--- src/lphy_consts.svh ---
// Timing constants for the LIN physical layer digital side.
// Assumes a 50 MHz mclk.
`ifndef LPHY_CONSTS_SVH
`define LPHY_CONSTS_SVH

`define LPHY_CLK_MHZ           50
// Permanent dominant limit, in ms (nominal 1000, window 650..1350)
`define LPHY_DOM_LIMIT_MS      1000
`define LPHY_DOM_LIMIT_CYC     (`LPHY_DOM_LIMIT_MS * 1000 * `LPHY_CLK_MHZ)
// Wake deglitch time, in us (least 42)
`define LPHY_DEGLITCH_US       42
`define LPHY_DEGLITCH_CYC      (`LPHY_DEGLITCH_US * `LPHY_CLK_MHZ)
// Wake report delay after deglitch, in us: target 13, within 9.0..17
`define LPHY_WAKE_REPORT_US    13
`define LPHY_WAKE_REPORT_CYC   (`LPHY_WAKE_REPORT_US * `LPHY_CLK_MHZ)

`endif

--- src/lphy_pkg.sv ---
// Types for the LIN physical layer digital side.
// Assumes lphy_consts.svh holds the numbers.
package lphy_pkg;

  typedef enum logic [2:0]
  {
    LPHY_MODE_NORMAL_REQ,
    LPHY_MODE_NORMAL,
    LPHY_MODE_SLEEP,
    LPHY_MODE_STOP,
    LPHY_MODE_RESET
  } lphy_mode_type;

  typedef enum logic [1:0]
  {
    LPHY_WK_IDLE,
    LPHY_WK_FILTER,
    LPHY_WK_REPORT,
    LPHY_WK_DONE
  } lphy_wake_type;

endpackage

--- src/lphy_top.sv ---
// LIN physical layer digital side: transmit mapping, receive mirror,
// permanent dominant timeout and low-power bus wake filtering.
// Assumes the analogue driver and comparator sit outside, mode comes from
// the mode controller, and all inputs are synchronous to mclk.
// Notes on behaviour
// RL1: Receive output low when bus dominant.
// RL2: Transmit low drives bus dominant, high recessive.
// RL3: Undriven transmit input reads high, bus recessive.
// RL4: Transceiver active only in Normal modes.
// RL5: Low-power wake passes a deglitch filter first.
// RL6: Stop-mode bus wake pulls interrupt low.
// RL7: Transmit held dominant about 1 s: timeout.
// RL8: Stop wake interrupt between 9 and 17 us.
`timescale 1ns/1ps
`include "lphy_consts.svh"

module lphy_top
#(
  parameter int unsigned DOM_LIMIT_CYC = `LPHY_DOM_LIMIT_CYC
)
(
  // Clock and reset
  input  wire logic             mclk,
  input  wire logic             rst_n,
  // Operating mode
  input  wire lphy_pkg::lphy_mode_type mode,
  // Controller side
  input  wire logic             txd_in,
  input  wire logic             txd_driven,
  output logic                  rxd_out,
  output logic                  irq_n,
  input  wire logic             irq_ack,
  // Bus side
  input  wire logic             bus_dominant,
  output logic                  bus_drive_dom,
  output logic                  tx_dom_timeout,
  output logic                  wake_event
);
  import lphy_pkg::*;

  // Transceiver and low-power decode
  logic          active;
  logic          low_power;
  logic          in_stop;
  logic          txd_eff;
  // Permanent dominant timer
  logic [31:0]   dom_cnt_q;
  logic          dom_at_limit;
  logic          timeout_q;
  // Bus drive and receive mirror
  logic          drive_d;
  logic          drive_q;
  logic          rxd_d;
  logic          rxd_q;
  // Wake filter and report
  lphy_wake_type wk_q;
  logic [15:0]   wk_cnt_q;
  logic          wk_filt_end;
  logic          wk_rep_end;
  logic          wake_q;
  // Interrupt
  logic          irq_set;
  logic          irq_q;

  assign active    = (mode == LPHY_MODE_NORMAL) ||
                     (mode == LPHY_MODE_NORMAL_REQ);           // RL4
  assign low_power = (mode == LPHY_MODE_SLEEP) ||
                     (mode == LPHY_MODE_STOP);
  assign in_stop   = (mode == LPHY_MODE_STOP);
  // Floating input counts as high
  assign txd_eff   = txd_driven ? txd_in : 1'b1;              // RL3

  // Last count before the timeout; drive must already drop here
  assign dom_at_limit = (dom_cnt_q >= DOM_LIMIT_CYC - 1);      // RL7

  // Permanent dominant counter
  always_ff @(posedge mclk or negedge rst_n)
  begin
    if (!rst_n)
      dom_cnt_q <= 32'h0000_0000;
    else if (!active || txd_eff)
      dom_cnt_q <= 32'h0000_0000;
    else if (!dom_at_limit)
      dom_cnt_q <= dom_cnt_q + 32'h0000_0001;
  end

  // Timeout flag, held until the request ends
  always_ff @(posedge mclk or negedge rst_n)
  begin
    if (!rst_n)
      timeout_q <= 1'b0;
    else if (!active || txd_eff)
      timeout_q <= 1'b0;
    else if (dom_at_limit)
      timeout_q <= 1'b1;                                       // RL7
  end

  // Bus drive: dominant on low transmit, released after timeout
  always_comb
  begin
    drive_d = 1'b0;
    if (active && !txd_eff)
      drive_d = !(timeout_q || dom_at_limit);                  // RL2 RL7
  end

  always_ff @(posedge mclk or negedge rst_n)
  begin
    if (!rst_n)
      drive_q <= 1'b0;
    else
      drive_q <= drive_d;                                      // RL2
  end

  // Receive mirror; recessive when transceiver is off
  always_comb
  begin
    rxd_d = 1'b1;
    if (active)
      rxd_d = !bus_dominant;                                   // RL1 RL4
  end

  always_ff @(posedge mclk or negedge rst_n)
  begin
    if (!rst_n)
      rxd_q <= 1'b1;
    else
      rxd_q <= rxd_d;                                          // RL1
  end

  // Filter and report end points
  assign wk_filt_end = (wk_cnt_q >= 16'(`LPHY_DEGLITCH_CYC - 2));
  assign wk_rep_end  = (wk_cnt_q >= 16'(`LPHY_WAKE_REPORT_CYC - 1));

  // Wake state: a dominant run must outlast the deglitch time
  always_ff @(posedge mclk or negedge rst_n)
  begin
    if (!rst_n)
      wk_q <= LPHY_WK_IDLE;
    else if (!low_power)
      wk_q <= LPHY_WK_IDLE;
    else
    begin
      unique case (wk_q)
        LPHY_WK_IDLE:
        begin
          if (bus_dominant)
            wk_q <= LPHY_WK_FILTER;
        end
        LPHY_WK_FILTER:
        begin
          if (!bus_dominant)
            wk_q <= LPHY_WK_IDLE;                              // RL5
          else if (wk_filt_end)
            wk_q <= LPHY_WK_REPORT;                            // RL5
        end
        LPHY_WK_REPORT:
        begin
          if (wk_rep_end)
            wk_q <= LPHY_WK_DONE;                              // RL8
        end
        LPHY_WK_DONE:
        begin
          // Parked until the low-power stay ends
          wk_q <= LPHY_WK_DONE;
        end
      endcase
    end
  end

  // Shared cycle counter for filter and report phases
  always_ff @(posedge mclk or negedge rst_n)
  begin
    if (!rst_n)
      wk_cnt_q <= 16'h0000;
    else if (!low_power)
      wk_cnt_q <= 16'h0000;
    else
    begin
      unique case (wk_q)
        LPHY_WK_IDLE:
          wk_cnt_q <= 16'h0000;
        LPHY_WK_FILTER:
        begin
          if (!bus_dominant)
            wk_cnt_q <= 16'h0000;
          else if (wk_filt_end)
            wk_cnt_q <= 16'h0000;
          else
            wk_cnt_q <= wk_cnt_q + 16'h0001;
        end
        LPHY_WK_REPORT:
        begin
          if (!wk_rep_end)
            wk_cnt_q <= wk_cnt_q + 16'h0001;
        end
        LPHY_WK_DONE:
          wk_cnt_q <= 16'h0000;
      endcase
    end
  end

  // One-cycle pulse when the filter accepts a wake
  always_ff @(posedge mclk or negedge rst_n)
  begin
    if (!rst_n)
      wake_q <= 1'b0;
    else
      wake_q <= low_power && (wk_q == LPHY_WK_FILTER) &&
                bus_dominant && wk_filt_end;                   // RL5
  end

  // Interrupt set only for a Stop-mode wake, after the report delay
  assign irq_set = in_stop && (wk_q == LPHY_WK_REPORT) && wk_rep_end;

  // Set wins over a same-cycle acknowledge
  always_ff @(posedge mclk or negedge rst_n)
  begin
    if (!rst_n)
      irq_q <= 1'b0;
    else if (irq_set)
      irq_q <= 1'b1;                                           // RL6 RL8
    else if (irq_ack)
      irq_q <= 1'b0;
  end

  assign bus_drive_dom  = drive_q;
  assign rxd_out        = rxd_q;
  assign irq_n          = !irq_q;                              // RL6
  assign tx_dom_timeout = timeout_q;
  assign wake_event     = wake_q;

endmodule // lphy_top

--- config.mk ---
export PLATFORM = sky130hd
export DESIGN_NAME = lphy_top
export DESIGN_NICKNAME = d
export VERILOG_FILES = /design/src/lphy_pkg.sv /design/src/lphy_top.sv
export VERILOG_INCLUDE_DIRS = /design/src
export SDC_FILE = /design/constraint.sdc
export NUM_CORES = 1
export LEC_CHECK = 0
export BUFFER_PORTS_ARGS = -buffer_cell sky130_fd_sc_hd__buf_2
export CAP_MARGIN = 20
export CORE_ASPECT_RATIO = 1.4
export CORE_MARGIN = 2
export CORE_UTILIZATION = 39
export DETAILED_ROUTE_END_ITERATION = 16
export GPL_ROUTABILITY_DRIVEN = 0
export GPL_TIMING_DRIVEN = 0
export HOLD_SLACK_MARGIN = 0.1
export PLACE_DENSITY = 0.67
export SETUP_SLACK_MARGIN = 0.05
export SYNTH_ARGS = -nofsm -noshare
export SYNTH_HDL_FRONTEND = slang
export SYNTH_SLANG_ARGS = --single-unit
export TNS_END_PERCENT = 1
--- constraint.sdc ---
create_clock -name mclk -period 2.45 [get_ports mclk]
set_input_delay 0.1225 -clock mclk [delete_from_list [all_inputs] [get_ports mclk]]
set_output_delay 0.1225 -clock mclk [all_outputs]
set_load 0.005 [all_outputs]
==> metrics.sh <==
GRT_FIRST_PASS_WIRELENGTH_UM=11000
LAYOUT.CELLS.MOST_COMMON_LIST='sky130_fd_sc_hd__dfrtp_1, sky130_fd_sc_hd__a21oi_1, sky130_fd_sc_hd__nand2_1'
ROUTED_WIRE_LENGTH_PER_INSTANCE_UM=14.7
FIN_CRIT_SH_PCT=99.7
DIE_HEIGHT_UM=106
LAYOUT.CORE_UTILIZATION_PCT=45.8
CORE_AREA_UM2=7270
TOTAL_NUMBER_OF_H_TREE_LEVELS=2
FF2FF_SETUP_SLACK_NS=0.008
MAX_SLEW.WORST_PIN.SLEW_NS=1.02
CLKLATENCYLATEPIN_NS=0.30
CTS_MADE_BUFFERS=5
ANTENNA_FOUND_INITIAL=0
PLACEMENT.SETUP.WORST_SLACK_NS=-0.227
ANTENNA_CELLS_INSERTED=0
NUM_ROWS=37
SYNTH.LARGEST_AREA_CELL='sky130_fd_sc_hd__dfrtp_1'
INSTANCES_NO_FILL=440
FMAX_GHz=0.409
RUN_STATUS='complete, no violations'
REPORT.POWER.TOTAL_mW=1.58
CP-START-KIND='register'
SYNTH_EDF_COUNT=0
SYNTH_SEQUENTIAL_AREA_RATIO_PCT=47.6
ROUTED_WL_UM=6450
POST-ROUTE-CELL-AREA_UM2=3330
REQUIRED_WORST_ENDPOINT_NS=2.68
SYN_NETS=329
CLK_PIN_SLEW_WORST_PATHS_NS=0.10
CRITICAL_PATH.MAX_FANOUT=10
PLACE_HPWL_UM=4680
NETLIST.AREA_LEADER.SHARE_PCT=46.7
CLOCK_TREE.BUFFER_DEPTH=2
YOSYSWARNINGCOUNT=0
TIMING.CRITICAL_PATH.TO_TYPE='register'
REG2REGPATHDEPTH=6
PEAKVDDDROP_mV=0.281
GRT-OVFL-TOTAL=0
FINAL_MAX_SLEW_VIOL_COUNT=0
DOMINANTREGCELLSYNTH='sky130_fd_sc_hd__dfrtp_1'
SYN_INST=315
MAPPEDNETLISTAREA_UM2=2890
FLOORPLAN.INITIALDENSITY_PCT=39.8
DETAIL-ROUTE-ANTENNA-NETS=0
DIEAREA_UM2=8130
AREA_GROWTH_PCT=15.1
FINISH.NET_COUNT=356
SLEW_HEADROOM_PCT=31.3
MAX_CAP_VIOL_COUNT=0
POWER.LEAKAGE_nW=1.31
SETUP.WORST_PATH.CLASS='register to register'
YOSYS_REGISTER_BITS=55
FP.DIEW_UM=76.8
GRT_SETUP_UNREPAIRED='yes'
WORST_HOLD_PATH_TYPE='input port to register'
LAYOUT.CELLS.MOST_COMMON='sky130_fd_sc_hd__dfrtp_1'
WHS_PATH_DEPTH=3
POST_SYNTH_MAIN_AREA_CONTRIBUTORS='sky130_fd_sc_hd__dfrtp_1, sky130_fd_sc_hd__a21oi_1, sky130_fd_sc_hd__o21ai_0, sky130_fd_sc_hd__or3_1, sky130_fd_sc_hd__nand2_1'
DR.FIRST_ITER.DRC_COUNT=85
LARGEST_NET_DEGREE_AT_THE_START_OF_GLOBAL_ROUTING=41
IO-PIN-COUNT=14
ASYNC_FLOP_SHARE_PCT=100
FIRST_GLOBAL_VIAS=2437
DETAILED_PLACE.AREA_UM2=3100
LAYOUT-DRIVE-GT1-SHARE_PCT=11.1
SYNTH_CELL_TYPE_COUNT=48
POST_DRT_VIA_CELL_RATIO=5.62
CRIT_ARRIVAL_NS=2.67
CTS.ROOT.BUFFER_CELL='sky130_fd_sc_hd__clkbuf_8'
PLACED_CELLS_INCL_TAPS=426
SYNTHESIS.AREA_PER_INSTANCE_UM2=9.18
FINALSETUPVIOLCOUNT=0
WORST_CLOCK_SKEW_NS=0.0111
TRITONCTS='done'
FINAL.MIN_CLOCK_PERIOD_NS=2.44
VIA_COUNT=2474
CTS.SINKS=55
POWERDENSITY_nW_PER_UM2=475
DRCVIOLATIONCOUNT=0
FIN_HOLD_WS_NS=0.129
FINALSETUPTNS_NS=0
GLOBAL_ROUTE.USAGE.TOTAL_PCT=16.5
FIN_WS_NS=0.00751
FINAL_HOLD_VIOLATION_COUNT=0
DETAIL_ROUTE.FIRST_PASS.ITERATIONS=4
COUNT_OF_BUFFERS_INSERTED_AT_THE_TOP_LEVEL_PORTS=13
critical path: stages, from the launching register on:
cell and delay [ns]:
sky130_fd_sc_hd__dfrtp_1 0.39, sky130_fd_sc_hd__or4_4 0.54, sky130_fd_sc_hd__a2111o_1 0.33, sky130_fd_sc_hd__o31a_1 0.32, sky130_fd_sc_hd__buf_6 0.14, sky130_fd_sc_hd__or4_1 0.49, sky130_fd_sc_hd__a21oi_1 0.16
cell usage after synthesis (2+ instances only):
cell                        n
sky130_fd_sc_hd__o211ai_1   6
sky130_fd_sc_hd__inv_1     12
sky130_fd_sc_hd__a211oi_1   2
sky130_fd_sc_hd__nor2_1    24
sky130_fd_sc_hd__a21oi_1   31
sky130_fd_sc_hd__nand2b_1   3
sky130_fd_sc_hd__or3_1     16
sky130_fd_sc_hd__dfrtp_1   54
sky130_fd_sc_hd__nor3_1     7
sky130_fd_sc_hd__nor4_1     6
sky130_fd_sc_hd__ha_1       5
sky130_fd_sc_hd__a31oi_1    3
sky130_fd_sc_hd__nand4_1    7
sky130_fd_sc_hd__o21ai_0   21
sky130_fd_sc_hd__o2111a_1   2
sky130_fd_sc_hd__o21a_1     2
sky130_fd_sc_hd__and2_1    11
sky130_fd_sc_hd__buf_2      2
sky130_fd_sc_hd__xnor2_1    4
sky130_fd_sc_hd__or4_1     11
sky130_fd_sc_hd__nand3_1   14
sky130_fd_sc_hd__a2111o_1   2
sky130_fd_sc_hd__o31a_1     2
sky130_fd_sc_hd__o31ai_1    8
sky130_fd_sc_hd__and3_1     6
sky130_fd_sc_hd__clkbuf_1   9
sky130_fd_sc_hd__nand2_1   24
sequential cells by signal (all words and copies together), names as in the netlist:
name / cells
wk_cnt_q: 16
irq_q: 1
tx_dom_timeout: 1
wk_q: 2
rxd_out: 1
dom_cnt_q: 32
wake_event: 1
bus_drive_dom: 1
routing by layer:
layer / GRT usage (%) / vias up / wire length (um)
met2: 31.5 / 30 / 3570
li1: - / 1226 / -
met4: 3.64 / 0 / 41
met1: 19.1 / 1214 / 2730
met3: 2.72 / 4 / 117
met5: 0 / - / 0
worst paths after layout:
kind	startpoint	endpoint
worst max-delay path	wk_cnt_q[15]	wk_cnt_q[10]
worst min-delay path	mode[2]	wk_q[1]
worst max register to register	wk_cnt_q[15]	wk_cnt_q[10]
worst min register to register	tx_dom_timeout	bus_drive_dom
max in group asynchronous	rst_n	dom_cnt_q[10]
min in group asynchronous	rst_n	wk_cnt_q[6]
layout make-up:
type	instances	area [um^2]
buffer	12	61.3
inverter	12	45.0
timing repair buffer	20	143
sequential	55	1380
multi-input combinational	236	1460
tap	97	121
clock inverter	2	35.0
clock buffer	6	82.6
fill	710	3940
cell families (layout without fill, tap and decap cells):
logic type      after synthesis  count (layout)  share of synthesized area (%)
compound gates               88              88                           19.4
xor+xnor                      4               4                           1.21
fa+ha+maj                     5               5                           2.16
buf+inv                      24              52                           3.46
flops                        55              55                           47.6
mux                           1               1                          0.346
simple gates                138             138                           25.8
report_power, final:
| part | switching, mW | internal, mW |
|---|---|---|
| registers | 0.00143 | 0.910 |
| logic | 0.0329 | 0.0185 |
| clock network | 0.288 | 0.331 |
repair_timing:
item / CTS / global route
pin swaps: 4 / 0
hold buffers: 5 / 0
hold endpoints to repair: 17 / 0
gates resized for setup: 6 / 9
setup endpoints to repair: 13 / 26
setup buffers: 1 / 0
Note: power is estimated with default switching activity, not from simulation.
